File: src/verilog/fss_pkg.sv
package fss_pkg;

   // ------------------------------------------------------------
   // Timing
   // ------------------------------------------------------------
   localparam int CLK_FREQ_HZ       = 50_000_000;
   localparam int RST_PULSE_US      = 1000;
   localparam int WD_PERIOD_MS      = 256;
   localparam int BUS_IDLE_MS       = 8000;
   localparam int RST_PULSE_CYC     = RST_PULSE_US * (CLK_FREQ_HZ / 1_000_000);
   localparam int WD_PERIOD_CYC     = WD_PERIOD_MS * (CLK_FREQ_HZ / 1000);
   localparam int BUS_IDLE_CYC      = BUS_IDLE_MS * (CLK_FREQ_HZ / 1000);
   localparam int WD_FAIL_ESCALATE  = 8;

   // ------------------------------------------------------------
   // Safe-mode codes
   // ------------------------------------------------------------
   localparam logic [2:0] SW_CODE_KEEP     = 3'h7;
   localparam logic [2:0] SW_CODE_BUS_IDLE = 3'h6;
   localparam logic [2:0] SW_CODE_PIN_LOW  = 3'h5;
   localparam logic [2:0] SW_CODE_COMBINED = 3'h4;

   // Resistor class from the debug_select_pin comparator
   localparam logic [1:0] RES_CLASS_LOW = 2'h0;
   localparam logic [1:0] RES_CLASS_15K = 2'h1;
   localparam logic [1:0] RES_CLASS_33K = 2'h2;
   localparam logic [1:0] RES_CLASS_68K = 2'h3;

   localparam logic [15:0] CMD_RELEASE_A = 16'hdd00;
   localparam logic [15:0] CMD_RELEASE_B = 16'hdd80;

   localparam int WD_FIRST_PULSE_BIT = 4;

   typedef enum logic [1:0] {
      MODE_KEEP,
      MODE_BUS_IDLE_OFF,
      MODE_PIN_LOW_OFF,
      MODE_COMBINED_OFF
   } fss_mode_type;

   typedef struct packed {
      logic        valid;
      logic [15:0] word;
   } fss_cmd_type;

   typedef struct packed {
      logic can_activity;
      logic lin_activity;
      logic bus_idle;
   } fss_bus_type;

endpackage

File: src/verilog/fss_supervisor.sv
// ----------------------------------------------------------------
// Overview of operation
// - Sample debug resistor at init-to-normal transition
// - Resistor class maps to safe-mode code
// - Software code overrides resistor selection
// - Fail-safe output driven low when asserted
// - Keep mode holds supply until recovery
// - Bus-idle mode: supply off after 8 s
// - Pin-low mode: supply off on low input
// - Combined: idle timeout and low input
// - Low detection uses high-to-low transition
// - Wake from supply-off enters reset, output stays
// - Wakes: CAN, LIN, enabled input high
// - Output held until release command clears
// - Watchdog fault at first or second pulse
// - Supply low asserts output with reset
// - Clamped reset line enters safe state
// - Missing refresh: 1 ms pulse every 256 ms
// - Eight consecutive failures flag escalation
// - Recovery needs reset, supply, refresh good
// ----------------------------------------------------------------
`timescale 1ns/1ps

module fss_supervisor
   import fss_pkg::*;
#(
   parameter int RST_PULSE_CYCLES = RST_PULSE_CYC,
   parameter int WD_PERIOD_CYCLES = WD_PERIOD_CYC,
   parameter int BUS_IDLE_CYCLES  = BUS_IDLE_CYC
)
(
   // Clock and reset
   input  wire logic        CORE_CLK_I,
   input  wire logic        RESET_N_I,
   input  wire logic        CLK_EN_I,
   // Mode and configuration
   input  wire logic        INIT_DONE_I,
   input  wire logic [1:0]  DEBUG_SELECT_PIN_I,
   input  wire logic        SW_CODE_WR_I,
   input  wire logic [2:0]  SW_CODE_I,
   input  wire logic        WD_CFG_WR_I,
   input  wire logic [7:0]  WD_CFG_I,
   input  wire logic        IO_WAKE_EN_I,
   // Controller traffic
   input  fss_cmd_type      CMD_I,
   input  wire logic        WD_REFRESH_OK_I,
   // Monitored pins and analog flags
   input  wire logic        VDD_LOW_I,
   input  wire logic        RESET_LINE_I,
   input  wire logic        WAKE_INPUT_I,
   input  fss_bus_type      BUS_I,
   // Outputs
   output logic             SAFE_N_O,
   output logic             VDD_ON_O,
   output logic             RESET_N_O,
   output logic             SAFE_STATE_O,
   output logic             WD_ESCALATE_O,
   output logic [1:0]       MODE_O
);

   // ------------------------------------------------------------
   // Reset release and input synchronisers
   // ------------------------------------------------------------
   logic [1:0] rst_sync_r;
   logic       rst_n;

   always_ff @(posedge CORE_CLK_I or negedge RESET_N_I)
   begin
      if (!RESET_N_I)
         rst_sync_r <= 2'h0;
      else
         rst_sync_r <= {rst_sync_r[0], 1'b1};
   end
   assign rst_n = rst_sync_r[1];

   localparam int NSYNC = 7;
   logic [NSYNC-1:0] raw_in;
   logic [NSYNC-1:0] meta_r;
   logic [NSYNC-1:0] sync_r;

   assign raw_in = {DEBUG_SELECT_PIN_I, VDD_LOW_I, RESET_LINE_I, WAKE_INPUT_I,
                    BUS_I.can_activity, BUS_I.lin_activity};

   genvar gi;
   generate
      for (gi = 0; gi < NSYNC; gi++)
      begin : g_sync
         always_ff @(posedge CORE_CLK_I or negedge rst_n)
         begin
            if (!rst_n)
            begin
               meta_r[gi] <= 1'b0;
               sync_r[gi] <= 1'b0;
            end
            else if (CLK_EN_I)
            begin
               meta_r[gi] <= raw_in[gi];
               sync_r[gi] <= meta_r[gi];
            end
         end
      end
   endgenerate

   logic [1:0] dbg_res;
   logic       vdd_low;
   logic       rst_line;
   logic       wake_in;
   logic       can_act;
   logic       lin_act;
   assign dbg_res  = sync_r[6:5];
   assign vdd_low  = sync_r[4];
   assign rst_line = sync_r[3];
   assign wake_in  = sync_r[2];
   assign can_act  = sync_r[1];
   assign lin_act  = sync_r[0];

   logic bus_idle_r;
   always_ff @(posedge CORE_CLK_I or negedge rst_n)
   begin
      if (!rst_n)
         bus_idle_r <= 1'b0;
      else if (CLK_EN_I)
         bus_idle_r <= BUS_I.bus_idle;
   end

   // ------------------------------------------------------------
   // Safe-mode code selection
   // ------------------------------------------------------------
   function automatic fss_mode_type res_to_mode(input logic [1:0] cls);
      case (cls)
         RES_CLASS_LOW: res_to_mode = MODE_KEEP;
         RES_CLASS_15K: res_to_mode = MODE_BUS_IDLE_OFF;
         RES_CLASS_33K: res_to_mode = MODE_PIN_LOW_OFF;
         default:       res_to_mode = MODE_COMBINED_OFF;
      endcase
   endfunction

   function automatic fss_mode_type sw_to_mode(input logic [2:0] code,
                                                input fss_mode_type cur);
      case (code)
         SW_CODE_KEEP:     sw_to_mode = MODE_KEEP;
         SW_CODE_BUS_IDLE: sw_to_mode = MODE_BUS_IDLE_OFF;
         SW_CODE_PIN_LOW:  sw_to_mode = MODE_PIN_LOW_OFF;
         SW_CODE_COMBINED: sw_to_mode = MODE_COMBINED_OFF;
         default:          sw_to_mode = cur;
      endcase
   endfunction

   fss_mode_type mode_r;
   logic         sensed_r;
   logic         init_d_r;
   logic         init_rise;
   assign init_rise = INIT_DONE_I && !init_d_r;

   always_ff @(posedge CORE_CLK_I or negedge rst_n)
   begin
      if (!rst_n)
      begin
         mode_r   <= MODE_KEEP;
         sensed_r <= 1'b0;
         init_d_r <= 1'b0;
      end
      else if (CLK_EN_I)
      begin
         init_d_r <= INIT_DONE_I;
         if (SW_CODE_WR_I)
            mode_r <= sw_to_mode(SW_CODE_I, mode_r);
         else if (init_rise && !sensed_r)
         begin
            mode_r   <= res_to_mode(dbg_res);
            sensed_r <= 1'b1;
         end
      end
   end

   logic wd_first_r;
   logic io_wake_arm_r;
   always_ff @(posedge CORE_CLK_I or negedge rst_n)
   begin
      if (!rst_n)
         wd_first_r <= 1'b0;
      else if (CLK_EN_I && WD_CFG_WR_I)
         wd_first_r <= WD_CFG_I[WD_FIRST_PULSE_BIT];
   end

   // ------------------------------------------------------------
   // Watchdog reset pulse generator
   // ------------------------------------------------------------
   logic [31:0] wd_cnt_r;
   logic [3:0]  fail_cnt_r;
   logic        pulse_r;
   logic        period_end;
   logic        pulse_end;
   logic        pulse_start;

   assign period_end  = (wd_cnt_r == 32'(WD_PERIOD_CYCLES - 1));
   assign pulse_end   = (wd_cnt_r == 32'(RST_PULSE_CYCLES - 1));
   assign pulse_start = period_end && !WD_REFRESH_OK_I;

   always_ff @(posedge CORE_CLK_I or negedge rst_n)
   begin
      if (!rst_n)
      begin
         wd_cnt_r   <= 32'h0;
         fail_cnt_r <= 4'h0;
         pulse_r    <= 1'b0;
      end
      else if (CLK_EN_I)
      begin
         if (WD_REFRESH_OK_I)
         begin
            wd_cnt_r   <= 32'h0;
            fail_cnt_r <= 4'h0;
         end
         else if (period_end)
         begin
            wd_cnt_r <= 32'h0;
            pulse_r  <= 1'b1;
            if (fail_cnt_r != 4'(WD_FAIL_ESCALATE))
               fail_cnt_r <= fail_cnt_r + 4'h1;
         end
         else
            wd_cnt_r <= wd_cnt_r + 32'h1;
         if (pulse_r && pulse_end)
            pulse_r <= 1'b0;
      end
   end

   // ------------------------------------------------------------
   // Fault detection and fail-safe output
   // ------------------------------------------------------------
   typedef enum logic [2:0] {
      ST_RUN,
      ST_SAFE_ON,
      ST_SAFE_OFF,
      ST_WAKE_RESET
   } fss_state_type;

   fss_state_type safe_st_r;
   fss_state_type safe_st_nxt;

   logic       wd_fault;
   logic       fault_now;
   logic       release_cmd;
   logic       safe_r;
   logic       recovered;
   logic [2:0] clamp_r;
   logic       clamp;

   // Line low while we do not drive it low: held low from outside
   always_ff @(posedge CORE_CLK_I or negedge rst_n)
   begin
      if (!rst_n)
         clamp_r <= 3'h0;
      else if (CLK_EN_I)
         clamp_r <= {clamp_r[1:0], !rst_line && RESET_N_O};
   end
   assign clamp = (&clamp_r) && !rst_line && RESET_N_O;

   assign wd_fault    = pulse_start &&
                        (wd_first_r ? (fail_cnt_r == 4'h0) : (fail_cnt_r == 4'h1));
   assign fault_now   = wd_fault || vdd_low || clamp;
   assign release_cmd = CMD_I.valid &&
                        (CMD_I.word == CMD_RELEASE_A || CMD_I.word == CMD_RELEASE_B);
   assign recovered   = rst_line && !vdd_low && WD_REFRESH_OK_I;

   // ------------------------------------------------------------
   // Safe-state sequencer
   // ------------------------------------------------------------
   logic [31:0]   idle_cnt_r;
   logic          idle_done;
   logic          wake_d_r;
   logic          low_seen_r;
   logic          wake_fall;
   logic          off_cond;
   logic          wake_evt;
   logic [31:0]   wrst_cnt_r;

   assign idle_done = (idle_cnt_r == 32'(BUS_IDLE_CYCLES));
   assign wake_fall = wake_d_r && !wake_in;

   always_ff @(posedge CORE_CLK_I or negedge rst_n)
   begin
      if (!rst_n)
      begin
         idle_cnt_r    <= 32'h0;
         wake_d_r      <= 1'b0;
         low_seen_r    <= 1'b0;
         io_wake_arm_r <= 1'b0;
      end
      else if (CLK_EN_I)
      begin
         wake_d_r <= wake_in;
         if (safe_st_r == ST_RUN)
            io_wake_arm_r <= IO_WAKE_EN_I;
         if (safe_st_r != ST_SAFE_ON || !bus_idle_r)
            idle_cnt_r <= 32'h0;
         else if (!idle_done)
            idle_cnt_r <= idle_cnt_r + 32'h1;
         if (safe_st_r != ST_SAFE_ON)
            low_seen_r <= 1'b0;
         else if (wake_fall)
            low_seen_r <= 1'b1;
      end
   end

   always_comb
   begin
      case (mode_r)
         MODE_BUS_IDLE_OFF: off_cond = idle_done;
         MODE_PIN_LOW_OFF:  off_cond = low_seen_r || wake_fall;
         MODE_COMBINED_OFF: off_cond = idle_done && (low_seen_r || wake_fall);
         default:           off_cond = 1'b0;
      endcase
   end

   assign wake_evt = can_act || lin_act || (io_wake_arm_r && wake_in);

   always_comb
   begin
      safe_st_nxt = safe_st_r;
      case (safe_st_r)
         ST_RUN:
            if (fault_now)
               safe_st_nxt = ST_SAFE_ON;
         ST_SAFE_ON:
            if (recovered)
               safe_st_nxt = ST_RUN;
            else if (off_cond)
               safe_st_nxt = ST_SAFE_OFF;
         ST_SAFE_OFF:
            if (wake_evt)
               safe_st_nxt = ST_WAKE_RESET;
         ST_WAKE_RESET:
            if (wrst_cnt_r == 32'(RST_PULSE_CYCLES - 1))
               safe_st_nxt = ST_RUN;
         default:
            safe_st_nxt = ST_RUN;
      endcase
   end

   always_ff @(posedge CORE_CLK_I or negedge rst_n)
   begin
      if (!rst_n)
      begin
         safe_st_r <= ST_RUN;
         safe_r    <= 1'b0;
      end
      else if (CLK_EN_I)
      begin
         safe_st_r <= safe_st_nxt;
         if (fault_now || (safe_st_r == ST_SAFE_ON && !recovered))
            safe_r <= 1'b1;
         else if (release_cmd)
            safe_r <= 1'b0;
      end
   end

   always_ff @(posedge CORE_CLK_I or negedge rst_n)
   begin
      if (!rst_n)
         wrst_cnt_r <= 32'h0;
      else if (CLK_EN_I)
         wrst_cnt_r <= (safe_st_r == ST_WAKE_RESET) ? wrst_cnt_r + 32'h1 : 32'h0;
   end

   // ------------------------------------------------------------
   // Registered outputs
   // ------------------------------------------------------------
   logic rst_req;
   assign rst_req = pulse_start || (pulse_r && !pulse_end) || vdd_low ||
                    (safe_st_nxt == ST_WAKE_RESET &&
                     wrst_cnt_r < 32'(RST_PULSE_CYCLES - 1));

   always_ff @(posedge CORE_CLK_I or negedge rst_n)
   begin
      if (!rst_n)
      begin
         SAFE_N_O      <= 1'b1;
         VDD_ON_O      <= 1'b1;
         RESET_N_O     <= 1'b0;
         SAFE_STATE_O  <= 1'b0;
         WD_ESCALATE_O <= 1'b0;
         MODE_O        <= 2'h0;
      end
      else if (CLK_EN_I)
      begin
         SAFE_N_O      <= !(safe_r || fault_now);
         VDD_ON_O      <= (safe_st_nxt != ST_SAFE_OFF);
         RESET_N_O     <= !rst_req;
         SAFE_STATE_O  <= (safe_st_nxt != ST_RUN);
         WD_ESCALATE_O <= (fail_cnt_r == 4'(WD_FAIL_ESCALATE));
         MODE_O        <= mode_r;
      end
   end

endmodule

File: config.mk
export PLATFORM = sky130hd
export DESIGN_NAME = fss_supervisor
export DESIGN_NICKNAME = d
export VERILOG_FILES = /design/src/verilog/fss_pkg.sv /design/src/verilog/fss_supervisor.sv
export SDC_FILE = /design/constraint.sdc
export NUM_CORES = 1
export LEC_CHECK = 0
export ABC_CLOCK_PERIOD_IN_PS = 5300
export BUFFER_PORTS_ARGS = -buffer_cell sky130_fd_sc_hd__buf_2
export CAP_MARGIN = 40
export CORE_ASPECT_RATIO = 0.8
export CORE_MARGIN = 3
export CORE_UTILIZATION = 60
export CTS_BUF_LIST = sky130_fd_sc_hd__clkbuf_4 sky130_fd_sc_hd__clkbuf_8
export CTS_CLUSTER_DIAMETER = 50
export DETAILED_ROUTE_END_ITERATION = 10
export HOLD_SLACK_MARGIN = 0.06
export PLACE_DENSITY = 0.84
export SLEW_MARGIN = 20
export SYNTH_ARGS = -nofsm -noshare
export SYNTH_HDL_FRONTEND = slang
export SYNTH_SLANG_ARGS = --single-unit
File: constraint.sdc
create_clock -name CORE_CLK_I -period 5.3 [get_ports CORE_CLK_I]
set_input_delay 0.53 -clock CORE_CLK_I [delete_from_list [all_inputs] [get_ports CORE_CLK_I]]
set_output_delay 0.53 -clock CORE_CLK_I [all_outputs]
set_load 0.01 [all_outputs]
======== Word-level counts from Yosys, hierarchy flattened ========
Cells that the tools add are included.
cells by class
  add/sub/neg operators ................... 4
  order comparisons ....................... 1
  eq/ne operators ......................... 27
  mux-type cells .......................... 27
  bitwise operators ....................... 1
  reduce and logical (&&, ||, !) cells .... 60
operators by type and width
  kind                   number
  $mux 32                5
  $add 32x1->32 const B  3
  $eq 32x16->1 const B   2
  $eq 16x16->1 const B   2
  $eq 32x24->1 const B   1
  $eq 32x29->1 const B   1
  $lt 32x16->1 const B   1
  $logic_and 1x1->1      18
  $mux 3                 5
  $reduce_and 3->1       5
  $eq 3x3->1 const B     4
  $logic_or 1x1->1       12
  $mux 4                 3
  $pmux 3 s4             1
  $reduce_bool 2->1      6
  $logic_not 1->1        11
  $eq 3x2->1 const B     3
  $mux 1                 8
  $pmux 2 s4             1
  $reduce_and 2->1       4
  $eq 2x2->1 const B     3
  $pmux 2 s3             1
  $ne 5x1->1 const B     1
  $add 4x1->4 const B    1
  15 further kinds       18
word-level totals
  bits in registers ....................... 140
  input port bits ......................... 44
  output and inout port bits .............. 7
  logic and storage cells ................. 157

======== Depth between registers and ports, before layout ========
  depth after elaboration ................. 12
  gate-level depth with buffers ........... 8
  depth with buffers taken out ............ 8

======== Worst setup path before layout ========
OpenSTA, ideal clock, no wires.
  path type ............................... input port to flip-flop
  start point ............................. input port CLK_EN_I
  end point ............................... register wd_cnt_r[31]
  library setup time ...................... 77 ps
  arrival ................................. 2008 ps
  required time ........................... 5223 ps
  slack ................................... 3215 ps
  stages on the path ...................... 6
  buffers on the path ..................... 1
  cell sequence ........................... buf_2 nand4_1 nor4_1 nand4_1 or3_1 a21oi_1
RTL lines
  element               RTL line               source
  start, declared       fss_supervisor.sv:35   input wire logic CLK_EN_I,
  end signal, assigned  fss_supervisor.sv:223  wd_cnt_r <= wd_cnt_r + 32'h1;
  end, declared         fss_supervisor.sv:189  logic [31:0] wd_cnt_r;

======== Worst setup path after layout ========
  start point ............................. register wd_cnt_r[12]
  end point ............................... register fail_cnt_r[0]
on the way
  word-level cells in the longest chain between the ends .. 3
RTL lines
  element                      RTL line               source
  $eq 32x24->1                 fss_supervisor.sv:196  assign period_end = (wd_cnt_r == 32'(WD_PERIOD_CYCLES - 1));
  $reduce_bool 2->1 (no line)  n/a
  $reduce_and 3->1 (no line)   n/a
  end signal, assigned         fss_supervisor.sv:220  fail_cnt_r <= fail_cnt_r + 4'h1;
  end, declared                fss_supervisor.sv:190  logic [3:0] fail_cnt_r;
Every way passes these cells.
A chain may end at the register's enable or synchronous reset.

==> qor.csv <==
stage;metric;value;unit
status;status;complete, no violations;
detailed_routing;routed via count;5768;
clock_network;CTS tree;built;
synth;synth cell count leaders;dfrtp_1 (138), nor2_1 (90), nand2_1 (52), nand3_1 (52), xor2_1 (37);
min_path;Hold Startpoint;RESET_LINE_I;
critical_path;worst reg2reg path startpoint;wd_cnt_r[12];
global_route;grt total ovfl;0;
place;Placed Cells;888;
place;GP Congestion;0.865;
detailed_routing;Vias/cell;6.26;
detailed_routing;number of remaining DRC errors;0;
floorplan;die footprint;13000;µm²
clock_network;Inserted Clock Buffers;17;
layout;Layout area overhead;11.9;%
critical_path;Max Fanout on Critical Path;18;
synth;Post-synth EDFFs;0;
power;total power;0.00253;W
critical_path;Max stage delay cell, worst path;o21a_1;
place;IO Port Bufs;42;
floorplan;Die H;103;µm
clock_network;root buf cell;clkbuf_8;
clock_network;clk sinks;140;
synth;sequential element share of the synthesized area;49.9;%
critical_path;Critical path origin;wd_cnt_r[12];
detailed_routing;drt pass-1 iters;5;
critical_path;crit end category;flip-flop;
layout;Register Area;3510;µm²
run;Max Cap Viol;0;
synth;Synthesis Warnings;0;
synth;synth top area cells;dfrtp_1 (49%), nor2_1 (4.8%), xor2_1 (4.6%);
clock_network;Clk Latency, worst-skew pair;0.45;ns
critical_path;critical path data arrival time;3.28;ns
detailed_routing;wire per inst;17.0;µm
min_path;Hold WC Path Type;in -> reg;
sta;fin crit period;2.94;ns
floorplan;core area;11100;µm²
global_route;initial antenna violation count;0;
synth;Post-Syn Area per Cell;9.75;µm²
clock_network;cts repair resizes;0;
global_route;largest net degree at the start of global routing;51;
layout;Finished Layout Cells;921;
sta;Fmax;0.340;GHz
detailed_routing;Post-DRT Antenna Nets;0;
synth;Synth Flop Type;dfrtp_1;
sta;Final period util;55.4;%
floorplan;die width;127;µm
layout;fillers;783;
critical_path;worst stage delay on the critical path;0.65;ns
critical_path;delay-heaviest family, CP;simple AND/OR/NAND/NOR gates;
power;Leakage;3.34;nW
detailed_routing;drt initial violations;560;
sta;final hold violations;0;
power;Max rail drop VDD;0.000234;V
clock_network;CTS clock-pin slew for the worst setup and hold paths;0.08;ns
detailed_routing;drt total wl;15.6;mm
clock_network;H-tree lvl count;4;
sta;setup TNS;0;ns
synth;FFs w/ async S/R, synth;100;%
clock_network;Setup Fix Bufs, Post-CTS;0;
clock_network;Max clock buf depth;2;
synth;most common cell in the netlist;dfrtp_1;
synth;Netlist cell types;63;
sta;RSZ-0062 raised after global routing;false;
critical_path;CP startpoint kind;flip-flop;
layout;layout cell share with drive strength beyond 1;15.7;%
critical_path;worst-path cell chain;nor4b_1 > nand3_1 > nor4_2 > o21a_1 > o21ai_0 > a32o_1;
clock_network;Hold Buf Count CTS;1;
synth;Synth top area share;49.2;%
critical_path;required time of the worst setup path;5.64;ns
synth;register bit count reported by yosys;140;
synth;mapped cell area;7020;µm²
layout;area of the multi-input gates;3320;µm²
sta;final slew viol count;0;
global_route;vias in the first global route;5715;
synth;Mapped Cells;720;
floorplan;row cnt;34;
sta;max_slew headroom;44.9;%
place;DP Wirelength;10.8;mm
floorplan;I/O pin total;51;
layout;# nets final;815;
synth;Yosys top cell by area;dfrtp_1;
synth;Synthesized Nets;771;
floorplan;Initial Utilization;63.0;%
layout;Inserted Diodes;0;
sta;Final Skew;0.00927;ns
sta;Setup Viol. Count Final;0;
sta;Slew @ Worst Pin;0.820;ns
critical_path;Crit Path Category;reg -> reg;
global_route;Total GRT Usage;25.8;%
power;pwr dens;322;nW/µm²
global_route;first-pass GRT wire length;27.1;mm
critical_path;Crit path buffers/inverters;0;
[per-layer routing]
metal | vias to the layer above | GRT usage [%] | wire length [µm]
met5 | - | 0 | 0
met1 | 2881 | 34.0 | 6840
met4 | 0 | 9.40 | 306
met2 | 211 | 43.7 | 7660
li1 | 2645 | - | -
met3 | 31 | 4.66 | 839
[registers in the layout, summed over array words and instances, names as in the netlist, 2 cells and up]
name and count:
meta_r 7, wrst_cnt_r 32, fail_cnt_r 4, safe_st_r 3
rst_sync_r 2, mode_r 2, wd_cnt_r 32, MODE_O 2
clamp_r 3, dbg_res 2, idle_cnt_r 32
[cell families (layout without fill, tap and decap cells)]
family,Yosys count,in the layout,share of synthesized area (%)
AOI/OAI and AO/OA,100,100,8.89
xor gates and xnor gates,65,65,8.11
adders and majority gates,7,7,1.25
buffers and inverters,50,107,2.80
DFF,140,140,49.9
muxes,27,27,4.28
other,1,1,0.0534
and+or+nand+nor,330,330,24.7
[metrics by stage]
| stage | worst slack [ns] | util [%] | cell area, µm² | hold WS (ns) |
|---|---|---|---|---|
| 2_1_floorplan | 1.11 | - | 7020 | 0.234 |
| 3_3_place_gp | 2.21 | 65.9 | 7340 | 0.314 |
| 3_5_place_dp | 2.42 | 66.4 | 7400 | 0.318 |
| 4_1_cts | 2.41 | 70.5 | 7860 | 0.288 |
| 5_1_grt | 2.21 | 70.5 | 7860 | 0.286 |
| 6_report | 2.36 | 70.5 | 7860 | 0.306 |
[power breakdown]
part | internal [W] | switching [W] | total, W | leakage, nW
Clock | 0.000533 | 0.000423 | 0.000956 | 0.212
Sequential | 0.00114 | 0.0000756 | 0.00122 | 1.86
Combinational | 0.000151 | 0.000206 | 0.000357 | 1.26
Total | 0.00183 | 0.000705 | 0.00253 | 3.34
[final timing paths]
kind / slack, ns / to / depth (start not counted)
worst max-delay path: 2.36 / fail_cnt_r[0] / 6
worst min-delay path: 0.31 / meta_r[3] / 2
worst max register to register: 2.36 / fail_cnt_r[0] / 6
worst min register to register: 0.35 / fail_cnt_r[0] / 0
max in group asynchronous: 3.61 / SAFE_N_O / 2
min in group asynchronous: 0.35 / fail_cnt_r[0] / 0
[layout make-up]
type / count / area share (%)
Clock inverter: 13 / 2.42
Sequential cell: 140 / 44.7
Timing Repair Buffer: 49 / 3.82
Inverter: 26 / 1.24
Clock buffer: 19 / 3.25
Multi-Input combinational cell: 530 / 42.3
Tap cell: 144 / 2.29
[layout by cell type, fill, tap and decap left out, types with 5 or more instances in the layout]
| cell | netlist | final |
|---|---|---|
| dfrtp_1 | 138 | 137 |
| or4_1 | 5 | 5 |
| nand4_1 | 24 | 24 |
| ha_1 | 7 | 7 |
| nand3_1 | 52 | 52 |
| xnor2_1 | 28 | 28 |
| nor2_1 | 90 | 89 |
| and4_1 | 9 | 9 |
| nor4b_1 | 6 | 6 |
| clkbuf_8 | 0 | 18 |
| xor2_1 | 37 | 37 |
| nand2_1 | 52 | 52 |
| and3_1 | 14 | 14 |
| nor4_1 | 14 | 14 |
| a21oi_1 | 28 | 27 |
| inv_1 | 26 | 26 |
| mux2_2 | 23 | 23 |
| or3_1 | 17 | 17 |
| nor2b_1 | 6 | 6 |
| buf_2 | 4 | 42 |
| nor3_1 | 13 | 13 |
| o21ai_0 | 36 | 36 |
Note: power is estimated with default switching activity, not from simulation.
